`src/hw/ccm_pkg.sv`:
```
// Purpose: constants and types shared by the converter control block
// Assumes: byte-wide register port behind the serial interface
// Notes: two-byte coefficients keep the high byte at the lower address
//
// Summary of operation
// - Mode field decodes idle, run, single, down, cals
// - Positive DAC connect bit links DAC to input
// - Positive DAC code is low seven bits
// - Negative DAC connect bit links DAC to input
// - Negative DAC code is low seven bits
// - Offset coefficient 0x0D/0x0E, high first, reset 0x8000
// - Offset calibration writes new coefficient automatically
// - Offset coefficient subtracted from capacitive results
// - Capacitive gain at 0x0F/0x10, shared, factory
// - Voltage gain at 0x11/0x12 scales voltage results
// - Capacitive filter output corrected by offset and gain, voltage output by gain
// - Single-ended mode disconnects negative input pin
// - Differential result is difference after DAC offsets
// - Two excitation outputs programmed independently
// - Mode in low bits of 0x0A, reset 0xA0
// - Factory gain copied into gain register at reset
// - Offset coefficient returns to default at reset
// - Offset calibration maps zero input to midpoint
////////////////////////////////////////////////////////////////////////
package ccm_pkg;
	localparam int CCM_DATA_W = 24;
	localparam int CCM_COEF_W = 16;
	localparam int OFF_LSB_SHIFT = 6;
	localparam int GAIN_ONE_SHIFT = 15;

	localparam logic [7:0] ADR_CAP_SETUP = 8'h07;
	localparam logic [7:0] ADR_EXC_SETUP = 8'h09;
	localparam logic [7:0] ADR_CFG = 8'h0A;
	localparam logic [7:0] ADR_DAC_POS = 8'h0B;
	localparam logic [7:0] ADR_DAC_NEG = 8'h0C;
	localparam logic [7:0] ADR_OFF_HI = 8'h0D;
	localparam logic [7:0] ADR_OFF_LO = 8'h0E;
	localparam logic [7:0] ADR_CGAIN_HI = 8'h0F;
	localparam logic [7:0] ADR_CGAIN_LO = 8'h10;
	localparam logic [7:0] ADR_VGAIN_HI = 8'h11;
	localparam logic [7:0] ADR_VGAIN_LO = 8'h12;

	localparam logic [7:0] RST_CAP_SETUP = 8'h00;
	localparam logic [7:0] RST_EXC_SETUP = 8'h03;
	localparam logic [7:0] RST_CFG = 8'hA0;
	localparam logic [7:0] RST_DAC = 8'h00;
	localparam logic [15:0] RST_OFF_COEF = 16'h8000;
	localparam logic [15:0] RST_GAIN_COEF = 16'h0000;
	localparam logic [7:0] RD_UNMAPPED = 8'h00;

	localparam int BIT_DAC_CONN = 7;
	localparam int BIT_DIFF = 5;
	localparam int BIT_EXC2_EN = 5;
	localparam int BIT_EXC2_INV = 4;
	localparam int BIT_EXC1_EN = 3;
	localparam int BIT_EXC1_INV = 2;

	typedef enum logic [2:0] {
		MODE_IDLE = 3'h0,
		MODE_CONT = 3'h1,
		MODE_SINGLE = 3'h2,
		MODE_PWRDN = 3'h3,
		MODE_OFFCAL = 3'h5,
		MODE_GAINCAL = 3'h6
	} ccm_mode_t;
endpackage

```
`src/hw/ccm_corrector.sv`:
```
// Purpose: digital offset and gain correction of filter results
// Assumes: offset is a signed step around the coefficient midpoint
// Notes: one cycle of latency; calibration values are combinational
////////////////////////////////////////////////////////////////////////
`timescale 1ns/10ps
`default_nettype none
module ccm_corrector
	import ccm_pkg::*;
#(
	parameter int DATA_W = CCM_DATA_W,
	parameter int COEF_W = CCM_COEF_W
) (
	// Clock and synchronised reset
	input wire logic clk_i,
	input wire logic rst_n_i,
	// Raw filter result
	input wire logic [DATA_W-1:0] raw_i,
	input wire logic valid_i,
	input wire logic is_cap_i,
	// Coefficients in use
	input wire logic [COEF_W-1:0] off_coef_i,
	input wire logic [COEF_W-1:0] gain_i,
	// Corrected result
	output logic [DATA_W-1:0] res_o,
	output logic res_valid_o,
	output logic res_is_cap_o,
	// Coefficients derived from the present input
	output logic [COEF_W-1:0] cal_off_o,
	output logic [COEF_W-1:0] cal_gain_o
);
	localparam int EW = DATA_W + 2;
	localparam int PW = EW + COEF_W + 1;
	localparam logic signed [PW-1:0] P_MID = PW'(1) <<< (DATA_W - 1);
	localparam logic signed [PW-1:0] P_HI = P_MID - PW'(1);
	localparam logic signed [PW-1:0] P_NUM = P_HI <<< GAIN_ONE_SHIFT;
	localparam logic signed [PW-1:0] G_MAX = (PW'(1) <<< COEF_W) - PW'(1);
	localparam logic signed [EW-1:0] C_MID = EW'(1) <<< (COEF_W - 1);

	// Offset steps must fit inside the result span
	if (COEF_W < 2 || COEF_W + OFF_LSB_SHIFT > DATA_W) begin : g_chk
		$error("ccm_corrector: unsupported widths");
	end

	typedef struct packed {
		logic [DATA_W-1:0] res;
		logic vld;
		logic is_cap;
	} ccm_corr_t;

	ccm_corr_t st_q;
	ccm_corr_t st_d;
	logic signed [EW-1:0] dlt;
	logic signed [EW-1:0] offs;
	logic signed [EW-1:0] err;
	logic signed [EW-1:0] coff;
	logic signed [PW-1:0] scl;
	logic signed [PW-1:0] gq;

	always_comb begin
		st_d = st_q;
		dlt = $signed({2'b00, raw_i}) - EW'(P_MID);
		// Offset step is 64 result codes
		offs = EW'($signed({1'b0, off_coef_i})) - C_MID;
		offs = offs <<< OFF_LSB_SHIFT;
		err = dlt - offs;
		scl = (PW'(err) * $signed({1'b0, gain_i})) >>> GAIN_ONE_SHIFT;
		st_d.vld = valid_i;
		if (valid_i) begin
			st_d.is_cap = is_cap_i;
			if (scl > P_HI) begin
				st_d.res = {DATA_W{1'b1}};
			end else if (scl < -P_MID) begin
				st_d.res = '0;
			end else begin
				st_d.res = DATA_W'(scl + P_MID);
			end
		end
		// Coefficient that puts this input on the midpoint code
		coff = (dlt >>> OFF_LSB_SHIFT) + C_MID;
		if (coff > (C_MID <<< 1) - EW'(1)) begin
			cal_off_o = {COEF_W{1'b1}};
		end else if (coff < 0) begin
			cal_off_o = '0;
		end else begin
			cal_off_o = COEF_W'(coff);
		end
		// Full-scale input should land on the top code
		gq = (err > 0) ? P_NUM / PW'(err) : G_MAX;
		cal_gain_o = (gq > G_MAX) ? COEF_W'(G_MAX) : COEF_W'(gq);
	end

	always_ff @(posedge clk_i or negedge rst_n_i) begin
		if (!rst_n_i) begin
			st_q <= '0;
		end else begin
			st_q <= st_d;
		end
	end

	assign res_o = st_q.res;
	assign res_valid_o = st_q.vld;
	assign res_is_cap_o = st_q.is_cap;
endmodule
`default_nettype wire

```
`src/hw/ccm_ctrl.sv`:
```
// Purpose: mode, offset DAC and calibration coefficient control
// Assumes: register port is the byte side of the serial interface
// Notes: DAC, mode and excitation outputs steer the analog core
////////////////////////////////////////////////////////////////////////
`timescale 1ns/10ps
`default_nettype none
module ccm_ctrl
	import ccm_pkg::*;
(
	// Clock and reset
	input wire logic clk_i,
	input wire logic resetn_i,
	// Register port
	input wire logic [7:0] reg_addr_i,
	input wire logic [7:0] reg_wdata_i,
	input wire logic reg_wr_i,
	input wire logic reg_rd_i,
	output logic [7:0] reg_rdata_o,
	// Factory coefficients from one-time memory
	input wire logic [15:0] otp_cap_gain_i,
	input wire logic [15:0] otp_volt_gain_i,
	// Digital filter output
	input wire logic [23:0] filt_data_i,
	input wire logic filt_valid_i,
	input wire logic filt_is_cap_i,
	// Converter mode controls
	output logic conv_run_o,
	output logic pwr_down_o,
	output logic off_cal_o,
	output logic gain_cal_o,
	// Offset-cancelling DACs and input switches
	output logic pos_offset_dac_connect_o,
	output logic [6:0] pos_offset_dac_code_o,
	output logic neg_offset_dac_connect_o,
	output logic [6:0] neg_offset_dac_code_o,
	output logic cap_input_neg_connect_o,
	output logic differential_select_o,
	// Excitation outputs
	output logic excitation_out_first_en_o,
	output logic excitation_out_first_inv_o,
	output logic excitation_out_second_en_o,
	output logic excitation_out_second_inv_o,
	// Corrected result
	output logic [23:0] result_o,
	output logic result_valid_o,
	output logic result_is_cap_o
);
	typedef struct packed {
		logic [7:0] cap_setup;
		logic [7:0] exc_setup;
		logic [7:0] cfg;
		logic [7:0] dac_pos;
		logic [7:0] dac_neg;
		logic [15:0] off_coef;
		logic [15:0] cgain;
		logic [15:0] vgain;
		logic [7:0] rdata;
		logic otp_pend;
		logic conv_run;
		logic pwr_down;
		logic off_cal;
		logic gain_cal;
	} ccm_state_t;

	localparam ccm_state_t ST_RST = '{
		cap_setup: RST_CAP_SETUP,
		exc_setup: RST_EXC_SETUP,
		cfg: RST_CFG,
		dac_pos: RST_DAC,
		dac_neg: RST_DAC,
		off_coef: RST_OFF_COEF,
		cgain: RST_GAIN_COEF,
		vgain: RST_GAIN_COEF,
		rdata: RD_UNMAPPED,
		otp_pend: 1'b1,
		conv_run: 1'b0,
		pwr_down: 1'b0,
		off_cal: 1'b0,
		gain_cal: 1'b0
	};

	////////////////////////////////////////////////////////////////////
	// Reset release
	logic [1:0] rst_sync_q;
	logic rst_n;

	always_ff @(posedge clk_i or negedge resetn_i) begin
		if (!resetn_i) begin
			rst_sync_q <= 2'h0;
		end else begin
			rst_sync_q <= {rst_sync_q[0], 1'b1};
		end
	end
	assign rst_n = rst_sync_q[1];

	////////////////////////////////////////////////////////////////////
	// Correction datapath
	ccm_state_t st_q;
	ccm_state_t st_d;
	logic [15:0] use_off;
	logic [15:0] use_gain;
	logic [15:0] cal_off;
	logic [15:0] cal_gain;
	logic [2:0] cur_mode;
	logic [2:0] nxt_mode;

	// Voltage results see a zero offset step
	assign use_off = filt_is_cap_i ? st_q.off_coef : RST_OFF_COEF;
	// One capacitive gain serves both capacitive inputs
	assign use_gain = filt_is_cap_i ? st_q.cgain : st_q.vgain;
	assign cur_mode = st_q.cfg[2:0];

	ccm_corrector #(
		.DATA_W(CCM_DATA_W),
		.COEF_W(CCM_COEF_W)
	) u_corr (
		.clk_i(clk_i),
		.rst_n_i(rst_n),
		.raw_i(filt_data_i),
		.valid_i(filt_valid_i),
		.is_cap_i(filt_is_cap_i),
		.off_coef_i(use_off),
		.gain_i(use_gain),
		.res_o(result_o),
		.res_valid_o(result_valid_o),
		.res_is_cap_o(result_is_cap_o),
		.cal_off_o(cal_off),
		.cal_gain_o(cal_gain)
	);

	////////////////////////////////////////////////////////////////////
	// Register file, calibration and mode sequencing
	always_comb begin
		st_d = st_q;
		st_d.otp_pend = 1'b0;
		if (st_q.otp_pend) begin
			st_d.cgain = otp_cap_gain_i;
			st_d.vgain = otp_volt_gain_i;
		end
		if (reg_wr_i) begin
			case (reg_addr_i)
				ADR_CAP_SETUP: begin
					st_d.cap_setup = reg_wdata_i;
				end
				ADR_EXC_SETUP: begin
					st_d.exc_setup = reg_wdata_i;
				end
				ADR_CFG: begin
					st_d.cfg = reg_wdata_i;
				end
				ADR_DAC_POS: begin
					st_d.dac_pos = reg_wdata_i;
				end
				ADR_DAC_NEG: begin
					st_d.dac_neg = reg_wdata_i;
				end
				ADR_OFF_HI: begin
					st_d.off_coef[15:8] = reg_wdata_i;
				end
				ADR_OFF_LO: begin
					st_d.off_coef[7:0] = reg_wdata_i;
				end
				ADR_CGAIN_HI: begin
					st_d.cgain[15:8] = reg_wdata_i;
				end
				ADR_CGAIN_LO: begin
					st_d.cgain[7:0] = reg_wdata_i;
				end
				ADR_VGAIN_HI: begin
					st_d.vgain[15:8] = reg_wdata_i;
				end
				ADR_VGAIN_LO: begin
					st_d.vgain[7:0] = reg_wdata_i;
				end
				default: begin
				end
			endcase
		end
		// A finishing run beats a host write in the same cycle
		if (filt_valid_i) begin
			case (cur_mode)
				MODE_SINGLE: begin
					st_d.cfg[2:0] = MODE_IDLE;
				end
				MODE_OFFCAL: begin
					if (filt_is_cap_i) begin
						st_d.off_coef = cal_off;
						st_d.cfg[2:0] = MODE_IDLE;
					end
				end
				MODE_GAINCAL: begin
					if (filt_is_cap_i) begin
						st_d.cgain = cal_gain;
					end else begin
						st_d.vgain = cal_gain;
					end
					st_d.cfg[2:0] = MODE_IDLE;
				end
				default: begin
				end
			endcase
		end
		nxt_mode = st_d.cfg[2:0];
		// Unlisted codes leave the converter stopped
		st_d.conv_run = (nxt_mode == MODE_CONT) ||
			(nxt_mode == MODE_SINGLE);
		st_d.pwr_down = (nxt_mode == MODE_PWRDN);
		st_d.off_cal = (nxt_mode == MODE_OFFCAL);
		st_d.gain_cal = (nxt_mode == MODE_GAINCAL);
		if (reg_rd_i) begin
			case (reg_addr_i)
				ADR_CAP_SETUP: st_d.rdata = st_q.cap_setup;
				ADR_EXC_SETUP: st_d.rdata = st_q.exc_setup;
				ADR_CFG: st_d.rdata = st_q.cfg;
				ADR_DAC_POS: st_d.rdata = st_q.dac_pos;
				ADR_DAC_NEG: st_d.rdata = st_q.dac_neg;
				ADR_OFF_HI: st_d.rdata = st_q.off_coef[15:8];
				ADR_OFF_LO: st_d.rdata = st_q.off_coef[7:0];
				ADR_CGAIN_HI: st_d.rdata = st_q.cgain[15:8];
				ADR_CGAIN_LO: st_d.rdata = st_q.cgain[7:0];
				ADR_VGAIN_HI: st_d.rdata = st_q.vgain[15:8];
				ADR_VGAIN_LO: st_d.rdata = st_q.vgain[7:0];
				default: st_d.rdata = RD_UNMAPPED;
			endcase
		end
	end

	// Reset drops any earlier calibration result
	always_ff @(posedge clk_i or negedge rst_n) begin
		if (!rst_n) begin
			st_q <= ST_RST;
		end else begin
			st_q <= st_d;
		end
	end

	////////////////////////////////////////////////////////////////////
	// Outputs
	assign reg_rdata_o = st_q.rdata;
	assign conv_run_o = st_q.conv_run;
	assign pwr_down_o = st_q.pwr_down;
	assign off_cal_o = st_q.off_cal;
	assign gain_cal_o = st_q.gain_cal;
	assign pos_offset_dac_connect_o = st_q.dac_pos[BIT_DAC_CONN];
	assign pos_offset_dac_code_o = st_q.dac_pos[6:0];
	assign neg_offset_dac_connect_o = st_q.dac_neg[BIT_DAC_CONN];
	assign neg_offset_dac_code_o = st_q.dac_neg[6:0];
	// The core forms (pos - dac_pos) - (neg - dac_neg) when set
	assign differential_select_o = st_q.cap_setup[BIT_DIFF];
	assign cap_input_neg_connect_o = st_q.cap_setup[BIT_DIFF];
	assign excitation_out_first_en_o = st_q.exc_setup[BIT_EXC1_EN];
	assign excitation_out_first_inv_o = st_q.exc_setup[BIT_EXC1_INV];
	assign excitation_out_second_en_o = st_q.exc_setup[BIT_EXC2_EN];
	assign excitation_out_second_inv_o = st_q.exc_setup[BIT_EXC2_INV];
endmodule
`default_nettype wire

```
`config.mk`:
```
export PLATFORM = sky130hd
export DESIGN_NAME = ccm_ctrl
export DESIGN_NICKNAME = d
export VERILOG_FILES = /design/src/hw/ccm_pkg.sv /design/src/hw/ccm_corrector.sv /design/src/hw/ccm_ctrl.sv
export SDC_FILE = /design/constraint.sdc
export NUM_CORES = 2
export LEC_CHECK = 0
export ABC_AREA = 1
export BUFFER_PORTS_ARGS = -buffer_cell sky130_fd_sc_hd__buf_2
export CORE_MARGIN = 2
export CORE_UTILIZATION = 60
export CTS_CLUSTER_SIZE = 8
export DETAILED_ROUTE_END_ITERATION = 10
export PLACE_DENSITY = 0.77
export SYNTH_ARGS = -nofsm -noshare
export SYNTH_HDL_FRONTEND = slang
export SYNTH_SLANG_ARGS = --single-unit
```
`constraint.sdc`:
```
create_clock -name clk_i -period 4.4 [get_ports clk_i]
set_input_delay 0.44 -clock clk_i [delete_from_list [all_inputs] [get_ports clk_i]]
set_output_delay 0.44 -clock clk_i [all_outputs]
set_load 0.01 [all_outputs]
```
==> metrics.cfg, run 1 <==
[yosys]
async_reset_ff_share_pct = 100.0
yosysWarnings = 0
synth-edff-count = 0
ys_seq_area_share_pct = 4.563
synthFlopType = dfrtp_1
syn_inst = 11180
ys_types = 79
ys_ff_latch = 129
synthesis.area_sq_um = 70910
avgSynthCellArea_sq_um = 6.342

[floorplan]
die_x_um = 347.8
rows = 126
die_y_um = 347.8
io_pins = 138
start_util_pct = 60.29

[sta]
worst-ep-kind = register data pin
grt-worst-endpoint = st_q[13]$_DFF_PN0_/D

[status]
tool.error = [ERROR GRT-0232] Routing congestion too high. Check the congestion heatmap in the GUI.
status = stopped before the end
lastStage = 5_1_grt

[placement]
numPortBuffers = 137
pre_cts_ws_ns = -105.95
place_area_sq_um = 99510
dpl.hpwl_mm = 229.1
gp_congestion = 1.032

[cts]
cts_root_buf = clkbuf_16
cts_sinks = 129
htreeDepth = 4
cts.path.max_buffers = 2
cts_buffers = 17

[global_routing]
globalRouteTotalUtil_pct = 89.22
grt_max_degree = 111
grt_overflow = 1503

## Yosys cell counts (all sizes together), types with 6 or more instances
cell    number  area (sq um)
a211o        6         52.55
a211oi      16         120.1
a21boi      15         112.6
a21o        44         330.3
a21oi     1040          5258
a221o       20         200.2
a221oi      31         271.5
a22o         9         78.83
a31oi       34         212.7
a41oi        6         52.55
and2        13         81.33
buf        129         937.2
clkbuf     159         596.8
clkinv      20         92.59
dfrtp      123          3078
dfstp        6         157.7
fa         404          8088
ha        1029         12870
inv       1838          6909
mux2         9         101.4
mux2i       14         147.7
nand2     2924         11310
nand3      550          2953
nand3b      15         112.6
nand4       60         375.4
nor2       693          2725
nor3        64         330.3
nor4        18         112.6
o211ai      67         508.0
o21a        16         120.1
o21ai      772          4096
o21bai     125         953.4
o221ai      12         105.1
o22ai       21         131.4
o311ai       8         70.07
o31ai       20         155.1
or2        137         859.6
xnor2      303          2654
xor2       382          3353
## per-layer routing
metal | overflow | GRT usage [%]
met4 | 424 | 90.89
met3 | 95 | 80.51
met1 | 115 | 86.35
met2 | 851 | 100.7
met5 | 18 | 68.11
## per-stage QoR
step / cells / utilization [%] / hold WS (ns) / TNS (ns)
after floorplan: 11350 / - / 0.1444 / -2572.34
after CTS: 16520 / 88.85 / 0.1939 / -2649.56
after detailed placement: 16070 / 84.61 / 0.1953 / -2775.16
after global placement: 16070 / 84.61 / 0.1934 / -2613.74
## timing repair
| action | in CTS |
|---|---|
| pin swaps | 265 |
| setup endpoints to repair | 56 |
| hold buffers | 1 |
| hold endpoints to repair | 2 |
| resized for setup | 295 |
| gates cloned | 3 |
| buffers inserted | 413 |
## cells by family after synthesis
logic type | synth area share (%)
simple gates | 26.69
compound gates | 18.27
buf+inv | 12.07
fa+ha+maj | 29.56
xor+xnor | 8.472
flops | 4.563
mux | 0.3512
other cells | 0.01059
==> inputs of run 2 (changes only) <==
--- a/config.mk
+++ b/config.mk
@@ -8,10 +8,9 @@
 export ABC_AREA = 1
 export BUFFER_PORTS_ARGS = -buffer_cell sky130_fd_sc_hd__buf_2
 export CORE_MARGIN = 2
-export CORE_UTILIZATION = 60
-export CTS_CLUSTER_SIZE = 8
+export CORE_UTILIZATION = 40
 export DETAILED_ROUTE_END_ITERATION = 10
-export PLACE_DENSITY = 0.77
+export PLACE_DENSITY_LB_ADDON = 0.15
 export SYNTH_ARGS = -nofsm -noshare
 export SYNTH_HDL_FRONTEND = slang
 export SYNTH_SLANG_ARGS = --single-unit
==> metrics.cfg, run 2 <==
[yosys]
avgSynthCellArea_sq_um = 6.342
synthFlopType = dfrtp_1
async_reset_ff_share_pct = 100.0
synth-edff-count = 0
yosysTopAreaCell = ha_1
yosysWarnings = 0
synthesis.area_sq_um = 70910
synth_top_area_share_pct = 18.16
ys_top_cells_by_count = nand2_1, inv_1, ha_1
ys_seq_area_share_pct = 4.563
post-synth-top-count-cell = nand2_1
ys_types = 79
syn_inst = 11180
synthTopCellsByArea = ha_1, nand2_1, fa_1, inv_1, a21oi_1
ys_ff_latch = 129

[cts]
tritoncts = yes
cts_sinks = 129
cts.path.max_buffers = 2
cts_buffers = 17
clk_pin_slew_ns = 0.07
htreeDepth = 4
clk_latency_ns = 0.48
cts_root_buf = clkbuf_16

[min_path]
hold_path_depth = 3
hold_end = st_q[82]
hold_class = input port to flip-flop
min_from = reg_wdata_i[5]

[critical_path]
required_ns = 4.76
arrival_ns = 107.52
crit_path_frequent_cell = buf_4
critPathKind = flip-flop to flip-flop
cp_max_fo = 8
r2r_start = st_q[45]
max_stage_delay_ns = 0.38
startpoint_type = flip-flop
r2r_cells = 919
r2r_setup_slack_ns = -102.77
crit_slowest_cell = fa_2
cp-end-kind = flip-flop
r2r_end = st_q[13]

[status]
status = finished with violations
violations = negative setup slack

[sta]
fin_crit_ns = 107.17
hold_viol = 0
rsz0062_at_grt = true
setup_viol = 56
worst_slack_ns = -102.77
clock.fmax_mhz = 9.331
finalClockSkew_ns = 0.02006
slew_viol_final = 0
tightest_slew_ns = 1.331
whs_ns = 0.2278
period_share_pct = 2436
relSlewSlack_pct = 10.57

[floorplan]
die_x_um = 425.0
fp.dieArea_sq_um = 180700
rows = 154
io_pins = 138
core_area_sq_um = 176100
die_y_um = 425.0
start_util_pct = 40.26

[detailed_routing]
firstDrtPassIters = 7
vias_per_cell = 4.999
drcViolationCount = 0
routed_wl_mm = 279.8
antenna_left = 0
vias = 88140
routedWlPerCell_um = 15.87
drt_iter0_markers = 5676

[placement]
dpl.hpwl_mm = 218.5
numPortBuffers = 137
gp_congestion = 0.9523

[cells_and_area]
nNetsFinal = 16780
fin_util_pct = 63.02
layout_common_cells = buf_4, nand2_1, inv_1
regMostFlops = st_q
final_layout_size_suffix_gt1_share_pct = 37.23
mostFrequentLayoutCell = buf_4
largest_reg_flops = 65
area_growth_pct = 56.53

[global_routing]
grt_pass1_wl_mm = 435.6
grt_pass1_vias = 85340
grt_max_degree = 79
globalRouteTotalUtil_pct = 29.42
grt_overflow = 0
antenna_found_initial = 10

[flow_run]
maxCapViolations = 0

## run 2: area by class of cell
class / count / area (sq um)
antenna: 6 / 15.01
clock buffer: 17 / 425.4
clock inverter: 15 / 178.9
fill: 16070 / 65120
inverter: 1858 / 7132
multi-input combinational: 9074 / 65140
sequential: 129 / 3239
tap: 2340 / 2928
timing repair buffer: 4191 / 31920
timing repair inverter: 2 / 11.26
## run 2: cells by family (layout without fill, tap and decap cells)
logic type | count (synthesis) | count (layout) | synth area share [%]
AOI/OAI and AO/OA | 2276 | 2276 | 18.27
xor gates and xnor gates | 685 | 685 | 8.472
adders and majority gates | 1433 | 1433 | 29.56
buffers and inverters | 2149 | 6083 | 12.07
DFF | 129 | 129 | 4.563
muxes | 23 | 23 | 0.3512
other | 2 | 180 | 0.01059
and+or+nand+nor | 4483 | 4483 | 26.69
## run 2: worst max path at each step
| stage | from | to | slack, ns | depth (start not counted) |
|---|---|---|---|---|
| floorplan | filt_is_cap_i | st_q[13] | -98.21 | 1174 |
| global placement | filt_data_i[6] | st_q[13] | -103.19 | 1172 |
| detailed placement | filt_is_cap_i | st_q[13] | -106.06 | 883 |
| CTS | st_q[45] | st_q[13] | -101.66 | 853 |
| global route | st_q[45] | st_q[13] | -110.35 | 855 |
| finish | st_q[45] | st_q[13] | -102.77 | 856 |
## run 2: worst max-delay path, delay by kind of cell, from the launching register on
kind                       cells  cell delay (ns)
AOI/OAI and AO/OA            273            36.77
and+or+nand+nor              326            28.24
buffers and inverters        213            22.24
adders and majority gates     41            11.48
DFF                            1             0.34
xor gates and xnor gates       2             0.32
muxes                          1             0.27
## run 2: per-stage QoR
stage	instances	cell area (sq um)	setup slack, ns	TNS (ns)
detailed placement	17030	101700	-106.06	-2776.96
global route	17630	111000	-110.35	-2898.77
finish	17630	111000	-102.77	-2688.26
floorplan	11350	73370	-98.21	-2572.34
CTS	17390	105600	-101.66	-2658.95
global placement	17030	101700	-103.19	-2698.95
## run 2: timing repair
| item | CTS | global route |
|---|---|---|
| hold buffers | 1 | 0 |
| resized for setup | 205 | 853 |
| hold endpoints to repair | 2 | 0 |
| pin swaps | 294 | 649 |
| setup endpoints to repair | 56 | 56 |
| cloned | 3 | 3 |
| setup buffers | 322 | 240 |
## run 2: routing by layer
layer | up-vias | GRT usage [%] | routed length, um
li1 | 44260 | - | -
met1 | 41200 | 39.73 | 126500
met2 | 2180 | 50.13 | 130900
met3 | 494 | 2.408 | 13640
met4 | 6 | 7.920 | 8711
met5 | - | 0 | 47
Power of run 2 is left out: the tool's default activity adds up to more than one toggle a clock period on the data nets, which glitch-free logic cannot reach.
